==> src/rtl/sensor_link_consts.vh <==
// Purpose: Constants for the single-wire sensor slave link
// Assumes: 200 MHz core clock
// Notes: Times in microseconds, counts in clock cycles
`ifndef SENSOR_LINK_CONSTS_VH
`define SENSOR_LINK_CONSTS_VH
`define CLK_MHZ 200
`define CMD_CONVERT 8'h44
`define CMD_READ_PAD 8'hbe
`define CMD_WRITE_PAD 8'h4e
`define CMD_COPY_PAD 8'h48
`define CMD_RELOAD 8'hb8
`define CMD_POWER_QUERY 8'hb4
`define PAD_BYTES 9
`define WR_BYTES 3
`define SAMPLE_US 30
`define SAMPLE_CYC (`SAMPLE_US * `CLK_MHZ)
`define HOLD_US 30
`define HOLD_CYC (`HOLD_US * `CLK_MHZ)
`define RESET_DET_US 400
`define RESET_DET_CYC (`RESET_DET_US * `CLK_MHZ)
`define PRES_WAIT_US 30
`define PRES_WAIT_CYC (`PRES_WAIT_US * `CLK_MHZ)
`define PRES_LOW_US 120
`define PRES_LOW_CYC (`PRES_LOW_US * `CLK_MHZ)
`define ST_IDLE 3'h0
`define ST_PRES_WAIT 3'h1
`define ST_PRES_LOW 3'h2
`define ST_CMD 3'h3
`define ST_READ_PAD 3'h4
`define ST_WRITE_PAD 3'h5
`define ST_STATUS 3'h6
`endif

==> src/rtl/sensor_link_slave.v <==
// Purpose: Slave end of a single-wire open-drain sensor bus, function command layer
// Assumes: Command phase entered after presence; addressing handled elsewhere
// Notes: Scratchpad bytes and status come in from the sensor core as ports
`timescale 1ns/10ps
`include "sensor_link_consts.vh"
module sensor_link_slave #(
    parameter SAMPLE_CYCLES = `SAMPLE_CYC,
    parameter HOLD_CYCLES = `HOLD_CYC,
    parameter RESET_DET_CYCLES = `RESET_DET_CYC,
    parameter PRES_WAIT_CYCLES = `PRES_WAIT_CYC,
    parameter PRES_LOW_CYCLES = `PRES_LOW_CYC
) (
    input wire core_clk_in,
    input wire sys_rst_in,
    input wire bus_in,
    output wire bus_oe_n_out,
    output wire bus_out,
    input wire parasitic_in,
    input wire [71:0] pad_data_in,
    input wire conv_busy_in,
    input wire reload_busy_in,
    output reg conv_start_out,
    output reg copy_start_out,
    output reg reload_start_out,
    output reg [7:0] wr_data_out,
    output reg [1:0] wr_index_out,
    output reg wr_strobe_out,
    output reg presence_out
);
    localparam TW = 20;
    wire [TW-1:0] t_cnt;
    reg bus_d_r;
    reg [2:0] state_r;
    reg [7:0] shift_r;
    reg [6:0] bit_cnt_r;
    reg [1:0] byte_cnt_r;
    reg [1:0] status_src_r;
    reg drive_low_r;
    reg in_slot_r;
    reg sampled_r;
    reg reset_seen_r;
    wire fall = bus_d_r && !bus_in;
    wire rise = !bus_d_r && bus_in;
    reg tx_bit;

    // Timer restarts on every edge, so all windows are edge relative
    slot_timer #(.WIDTH(TW)) u_timer (
        .core_clk_in(core_clk_in),
        .sys_rst_in(sys_rst_in),
        .restart_in(fall || rise),
        .count_out(t_cnt)
    );

    // Open drain: output low only, enable active low while pulling
    assign bus_out = 1'b0;
    assign bus_oe_n_out = !drive_low_r;

    always @* begin
        tx_bit = 1'b1;
        case (status_src_r)
            2'h1: tx_bit = !conv_busy_in;
            2'h2: tx_bit = !reload_busy_in;
            2'h3: tx_bit = !parasitic_in;
            default: tx_bit = pad_data_in[bit_cnt_r];
        endcase
    end

    always @(posedge core_clk_in) begin
        if (sys_rst_in) begin
            bus_d_r <= 1'b1;
            state_r <= `ST_IDLE;
            shift_r <= 8'h00;
            bit_cnt_r <= 7'h00;
            byte_cnt_r <= 2'h0;
            status_src_r <= 2'h0;
            drive_low_r <= 1'b0;
            in_slot_r <= 1'b0;
            sampled_r <= 1'b0;
            reset_seen_r <= 1'b0;
            conv_start_out <= 1'b0;
            copy_start_out <= 1'b0;
            reload_start_out <= 1'b0;
            wr_data_out <= 8'h00;
            wr_index_out <= 2'h0;
            wr_strobe_out <= 1'b0;
            presence_out <= 1'b0;
        end else begin
            bus_d_r <= bus_in;
            conv_start_out <= 1'b0;
            copy_start_out <= 1'b0;
            reload_start_out <= 1'b0;
            wr_strobe_out <= 1'b0;
            presence_out <= 1'b0;
            // Long low means reset from master, whatever the state
            if (!bus_in && !drive_low_r && t_cnt == RESET_DET_CYCLES[TW-1:0]) begin
                reset_seen_r <= 1'b1;
                state_r <= `ST_IDLE;
                in_slot_r <= 1'b0;
            end
            if (reset_seen_r && rise) begin
                reset_seen_r <= 1'b0;
                drive_low_r <= 1'b0;
                state_r <= `ST_PRES_WAIT;
            end else begin
                case (state_r)
                    `ST_PRES_WAIT: begin
                        if (t_cnt == PRES_WAIT_CYCLES[TW-1:0]) begin
                            drive_low_r <= 1'b1;
                            presence_out <= 1'b1;
                            state_r <= `ST_PRES_LOW;
                        end
                    end
                    `ST_PRES_LOW: begin
                        // Own falling edge restarts the timer at the pull
                        if (t_cnt == PRES_LOW_CYCLES[TW-1:0]) begin
                            drive_low_r <= 1'b0;
                            state_r <= `ST_CMD;
                            bit_cnt_r <= 7'h00;
                        end
                    end
                    `ST_CMD, `ST_WRITE_PAD: begin
                        if (fall) begin
                            in_slot_r <= 1'b1;
                            sampled_r <= 1'b0;
                        end else if (in_slot_r && !sampled_r && t_cnt == SAMPLE_CYCLES[TW-1:0]) begin
                            // Sampled mid-window; one bit per slot
                            sampled_r <= 1'b1;
                            in_slot_r <= 1'b0;
                            shift_r <= {bus_in, shift_r[7:1]};
                            bit_cnt_r <= bit_cnt_r + 7'h01;
                            if (bit_cnt_r[2:0] == 3'h7) begin
                                bit_cnt_r <= 7'h00;
                                if (state_r == `ST_WRITE_PAD) begin
                                    wr_data_out <= {bus_in, shift_r[7:1]};
                                    wr_index_out <= byte_cnt_r;
                                    wr_strobe_out <= 1'b1;
                                    byte_cnt_r <= byte_cnt_r + 2'h1;
                                    if (byte_cnt_r == 2'h2) begin
                                        state_r <= `ST_IDLE;
                                    end
                                end else begin
                                    case ({bus_in, shift_r[7:1]})
                                        `CMD_CONVERT: begin
                                            conv_start_out <= 1'b1;
                                            status_src_r <= 2'h1;
                                            state_r <= parasitic_in ? `ST_IDLE : `ST_STATUS;
                                        end
                                        `CMD_READ_PAD: begin
                                            status_src_r <= 2'h0;
                                            state_r <= `ST_READ_PAD;
                                        end
                                        `CMD_WRITE_PAD: begin
                                            byte_cnt_r <= 2'h0;
                                            state_r <= `ST_WRITE_PAD;
                                        end
                                        `CMD_COPY_PAD: begin
                                            copy_start_out <= 1'b1;
                                            state_r <= `ST_IDLE;
                                        end
                                        `CMD_RELOAD: begin
                                            reload_start_out <= 1'b1;
                                            status_src_r <= 2'h2;
                                            state_r <= `ST_STATUS;
                                        end
                                        `CMD_POWER_QUERY: begin
                                            status_src_r <= 2'h3;
                                            state_r <= `ST_STATUS;
                                        end
                                        default: state_r <= `ST_IDLE;
                                    endcase
                                end
                            end
                        end
                    end
                    `ST_READ_PAD, `ST_STATUS: begin
                        if (fall && !drive_low_r) begin
                            // Only a master falling edge opens a read slot
                            drive_low_r <= !tx_bit;
                            in_slot_r <= 1'b1;
                        end else if (in_slot_r && t_cnt == HOLD_CYCLES[TW-1:0]) begin
                            // Our own low hides the master release, so for a zero bit the timer runs from the master fall; for a one bit it runs from the release
                            drive_low_r <= 1'b0;
                            in_slot_r <= 1'b0;
                            if (state_r == `ST_READ_PAD) begin
                                if (bit_cnt_r == 7'd71) begin
                                    state_r <= `ST_IDLE;
                                end else begin
                                    bit_cnt_r <= bit_cnt_r + 7'h01;
                                end
                            end
                        end
                    end
                    default: begin
                        drive_low_r <= 1'b0;
                        in_slot_r <= 1'b0;
                    end
                endcase
            end
        end
    end
endmodule

==> src/rtl/slot_timer.v <==
// Purpose: Cycle counter measuring time since the last bus edge
// Assumes: Restart pulses on each detected edge
// Notes: Saturates so it never wraps back into a window
`timescale 1ns/10ps
module slot_timer #(
    parameter WIDTH = 20
) (
    input wire core_clk_in,
    input wire sys_rst_in,
    input wire restart_in,
    output reg [WIDTH-1:0] count_out
);
    always @(posedge core_clk_in) begin
        if (sys_rst_in || restart_in) begin
            count_out <= {WIDTH{1'b0}};
        end else if (count_out != {WIDTH{1'b1}}) begin
            count_out <= count_out + {{(WIDTH-1){1'b0}}, 1'b1};
        end
    end
endmodule

==> config.mk <==
export PLATFORM = sky130hd
export DESIGN_NAME = sensor_link_slave
export DESIGN_NICKNAME = d
export VERILOG_FILES = /design/src/rtl/sensor_link_slave.v /design/src/rtl/slot_timer.v
export VERILOG_INCLUDE_DIRS = /design/src /design/src/rtl
export SDC_FILE = /design/constraint.sdc
export NUM_CORES = 1
export LEC_CHECK = 0
export BUFFER_PORTS_ARGS = -buffer_cell sky130_fd_sc_hd__buf_4
export CELL_PAD_IN_SITES_DETAIL_PLACEMENT = 1
export CELL_PAD_IN_SITES_GLOBAL_PLACEMENT = 1
export CORE_UTILIZATION = 40
export CTS_CLUSTER_DIAMETER = 50
export DETAILED_ROUTE_END_ITERATION = 10
export PLACE_DENSITY = 0.85
export SYNTH_ARGS = -nofsm -noshare
export SYNTH_HDL_FRONTEND = slang
export SYNTH_SLANG_ARGS = --single-unit
==> constraint.sdc <==
create_clock -name core_clk_in -period 4.1 [get_ports core_clk_in]
set_input_delay 0.41 -clock core_clk_in [delete_from_list [all_inputs] [get_ports core_clk_in]]
set_output_delay 0.41 -clock core_clk_in [all_outputs]
set_load 0.02 [all_outputs]
==> results_dict.tcl <==
set metrics [dict create \
    drive_gt1_frac 0.276 \
    multi_input_area_um2 2470 \
    synthesis.instances 444 \
    setup.worst_path.class "register to register" \
    overflow 0 \
    antenna_left 0 \
    core_um2 9280 \
    clock_path_buffers 2 \
    crit_arrival_ns 3.05 \
    grtUsageMet3 0.0536 \
    antenna_cells 0 \
    crit_path_end_kind "register" \
    firstDrtPassIters 4 \
    r2r_cells 6 \
    timing.rr.start "bit_cnt_r[2]" \
    ctsResizeCount 0 \
    cts.clk_slew.worst_paths_ns 0.07 \
    row_count 35 \
    postCtsSetupBuffers 0 \
    initial_core_util 0.417 \
    io_pins 95 \
    fin_skew_ns 0.00844 \
    final.min_clock_period_ns 2.83 \
    finalNetCount 606 \
    clock_latency_ns 0.35 \
    setup_viol 0 \
    whs_endpoint "bus_d_r" \
    clock_sinks 61 \
    syn-num-nets 529 \
    whs_path_depth 2 \
    grt_pass1_wl_um 18400 \
    min_from "bus_in" \
    die_area_um2 10100 \
    portBuffers 93 \
    hp-class "input port to register" \
    grt_use_met1 0.284 \
    clock-root-buffer "clkbuf_8" \
    ys_types 65 \
    grt_util_all_layers 0.231 \
    numCtsBuffers 9 \
    die_y_um 100 \
    detail_route.wl_per_cell_um 17.3 \
    viasPerCell 5.65 \
    antenna_found_initial 0 \
    cts_hold_buffers 0 \
    met2_usage 0.401 \
    async_reset_ff_frac 0 \
    cts_tree "yes" \
    ys_seq_area_frac 0.316 \
    syn_area_um2 3870 \
    place.gp.congestion 0.792 \
    nFillCells 1144 \
    rrSetupSlack_ns 1.27 \
    grt_pass1_vias 3817 \
    finalHoldViolations 0 \
    final-seq-area_um2 1220 \
    cp.required_ns 4.32 \
    power_density_nw_per_um2 259 \
    irDropWorstVdd_v 0.000203 \
    rsz0062_at_grt "no" \
    synth-main-ff-cell "dfxtp_1" \
    maxSlewHeadroom 0.473 \
    drv_cap 0 \
    crit_path_max_fanout 19 \
    ys_ff_latch 61 \
    tns_ns 0 \
    power_uw 1250 \
    fin_crit_sh 0.691 \
    grt-busiest-layer "met2" \
    die_x_um 100 \
    area_growth_pct 24.6 \
    reg2reg_to "wr_data_out[4]" \
    drt_wl_total_um 11400 \
    h-tree-depth 3 \
    cp-start-kind "register" \
    max_freq_mhz 353 \
    initialDrtViolationCount 103 \
    ys_warn_count 0 \
    worstMarginPinSlew_ns 0.791 \
    vias 3701 \
    power.leakage_uw 0.00182 \
    report.final.slew_viol_count 0 \
    outcome "finished, final reports clean" \
    drc 0 \
    dp_hpwl_um 8450 \
    avgSynthCellArea_um2 8.71 \
    grt_max_degree 39 \
    synth_edf_count 0 \
]
## critical path, stage by stage (launching register included)
cell and delay [ns]:
dfxtp_1 0.82, ha_1 0.34, nand2_1 0.10, nor3_2 0.35
nand4_1 0.66, mux2i_1 0.35, nor2_1 0.09
## state kept, by name, indices dropped and copies added (netlist names), 2 cells and up
name	cells
bit_cnt_r	7
shift_r	7
state_r	3
status_src_r	2
wr_data_out	8
byte_cnt_r	2
u_timer.count_out	20
wr_index_out	2
## worst max-delay path by stage
stage | start | to | slack, ns | cells past startpoint
after floorplan | u_timer.count_out[0] | bit_cnt_r[6] | 1.92 | 8
after global placement | bit_cnt_r[2] | wr_data_out[7] | 1.40 | 6
after detailed placement | bit_cnt_r[2] | wr_data_out[3] | 1.23 | 6
after CTS | bit_cnt_r[2] | wr_data_out[3] | 1.20 | 6
after global routing | bit_cnt_r[2] | wr_data_out[6] | 0.93 | 6
final | bit_cnt_r[2] | wr_data_out[4] | 1.27 | 6
## cells by family after synthesis
group,count (synthesis),synth area share
AO/OA/AOI/OAI,75,0.126
multiplexers,45,0.172
AND/OR/NAND/NOR,196,0.278
XOR/XNOR,17,0.0404
other,1,0.000970
adder cells (fa/ha/maj),7,0.0226
flip-flops,61,0.316
buffers and inverters,42,0.0446
## layer usage
| metal | routed length (µm) | share of wire |
|---|---|---|
| met1 | 4810 | 0.42 |
| met4 | 197 | 0.017 |
| met2 | 5950 | 0.52 |
| met5 | 0 | 0 |
| met3 | 392 | 0.035 |
## area by class of cell
class | instances | area share
Tap cell | 129 | 0.0335
Inverter | 13 | 0.0101
Clock inverter | 6 | 0.0130
Timing Repair Buffer | 95 | 0.148
Sequential cell | 61 | 0.253
Clock buffer | 10 | 0.0286
Multi-Input combinational cell | 341 | 0.513
## synthesized netlist by cell type, types with 3 or more instances
cell      number  area (µm²)
buf_2          3        15.0
a31oi_1        4        25.0
xnor2_1        5        43.8
o21a_1         4        30.0
o21ai_0        9        45.0
nand2b_1       7        43.8
nor3_1        11        55.1
a21oi_1       30         150
and3_1         9        56.3
or2_2          4        25.0
xor2_1        11        96.3
a211oi_1       5        37.5
dfxtp_1       61        1220
nand2_1       27         101
mux2i_1       25         250
ha_1           7        87.6
inv_1         13        48.8
nor4_1         3        18.8
nand3_1       18        90.1
a21o_1         4        30.0
or4b_1         3        30.0
nor2b_1        7        43.8
o22ai_1        3        18.8
nor4b_1        3        26.3
mux4_2        17         383
o211ai_1       5        37.5
or4_1          3        22.5
nor2_1        63         236
clkbuf_1      23        86.3
nand4b_1       3        26.3
nand4_1       10        62.6
## layout by cell type, fill, tap and decap left out, types with 3 or more instances in the layout
| cell | n |
|---|---|
| clkbuf_8 | 10 |
| nand2b_1 | 7 |
| xor2_1 | 11 |
| nor4_1 | 3 |
| clkinvlp_4 | 3 |
| nand2_1 | 27 |
| or4_1 | 3 |
| xnor2_1 | 5 |
| buf_4 | 95 |
| mux2i_1 | 25 |
| nand3_1 | 18 |
| nor2_1 | 63 |
| nor3_1 | 11 |
| ha_1 | 7 |
| a21oi_1 | 30 |
| nand4_1 | 10 |
| o22ai_1 | 3 |
| or4b_1 | 3 |
| nor4b_1 | 3 |
| o21a_1 | 4 |
| inv_1 | 13 |
| nor2b_1 | 7 |
| and3_1 | 9 |
| dfxtp_1 | 61 |
| or2_2 | 4 |
| a211oi_1 | 5 |
| a31oi_1 | 4 |
| mux4_2 | 17 |
| o21ai_0 | 9 |
| a21o_1 | 4 |
| o211ai_1 | 5 |
| nand4b_1 | 3 |
## metrics by stage
step / util / std cells / cell area, µm² / worst slack (ns) / hold slack, ns
after floorplan: - / 444 / 3870 / 1.92 / 0.465
after global placement: 0.497 / 639 / 4620 / 1.40 / 0.472
after detailed placement: 0.497 / 639 / 4620 / 1.23 / 0.490
after CTS: 0.519 / 655 / 4820 / 1.20 / 0.319
after global routing: 0.519 / 655 / 4820 / 0.931 / 0.328
final: 0.519 / 655 / 4820 / 1.27 / 0.328
## where the power goes
part / internal (µW) / switching [µW]
Clock: 295 / 251
Sequential: 594 / 2.42
Combinational: 67.6 / 36.7
Total: 956 / 290
Note: power is estimated with default switching activity, not from simulation.
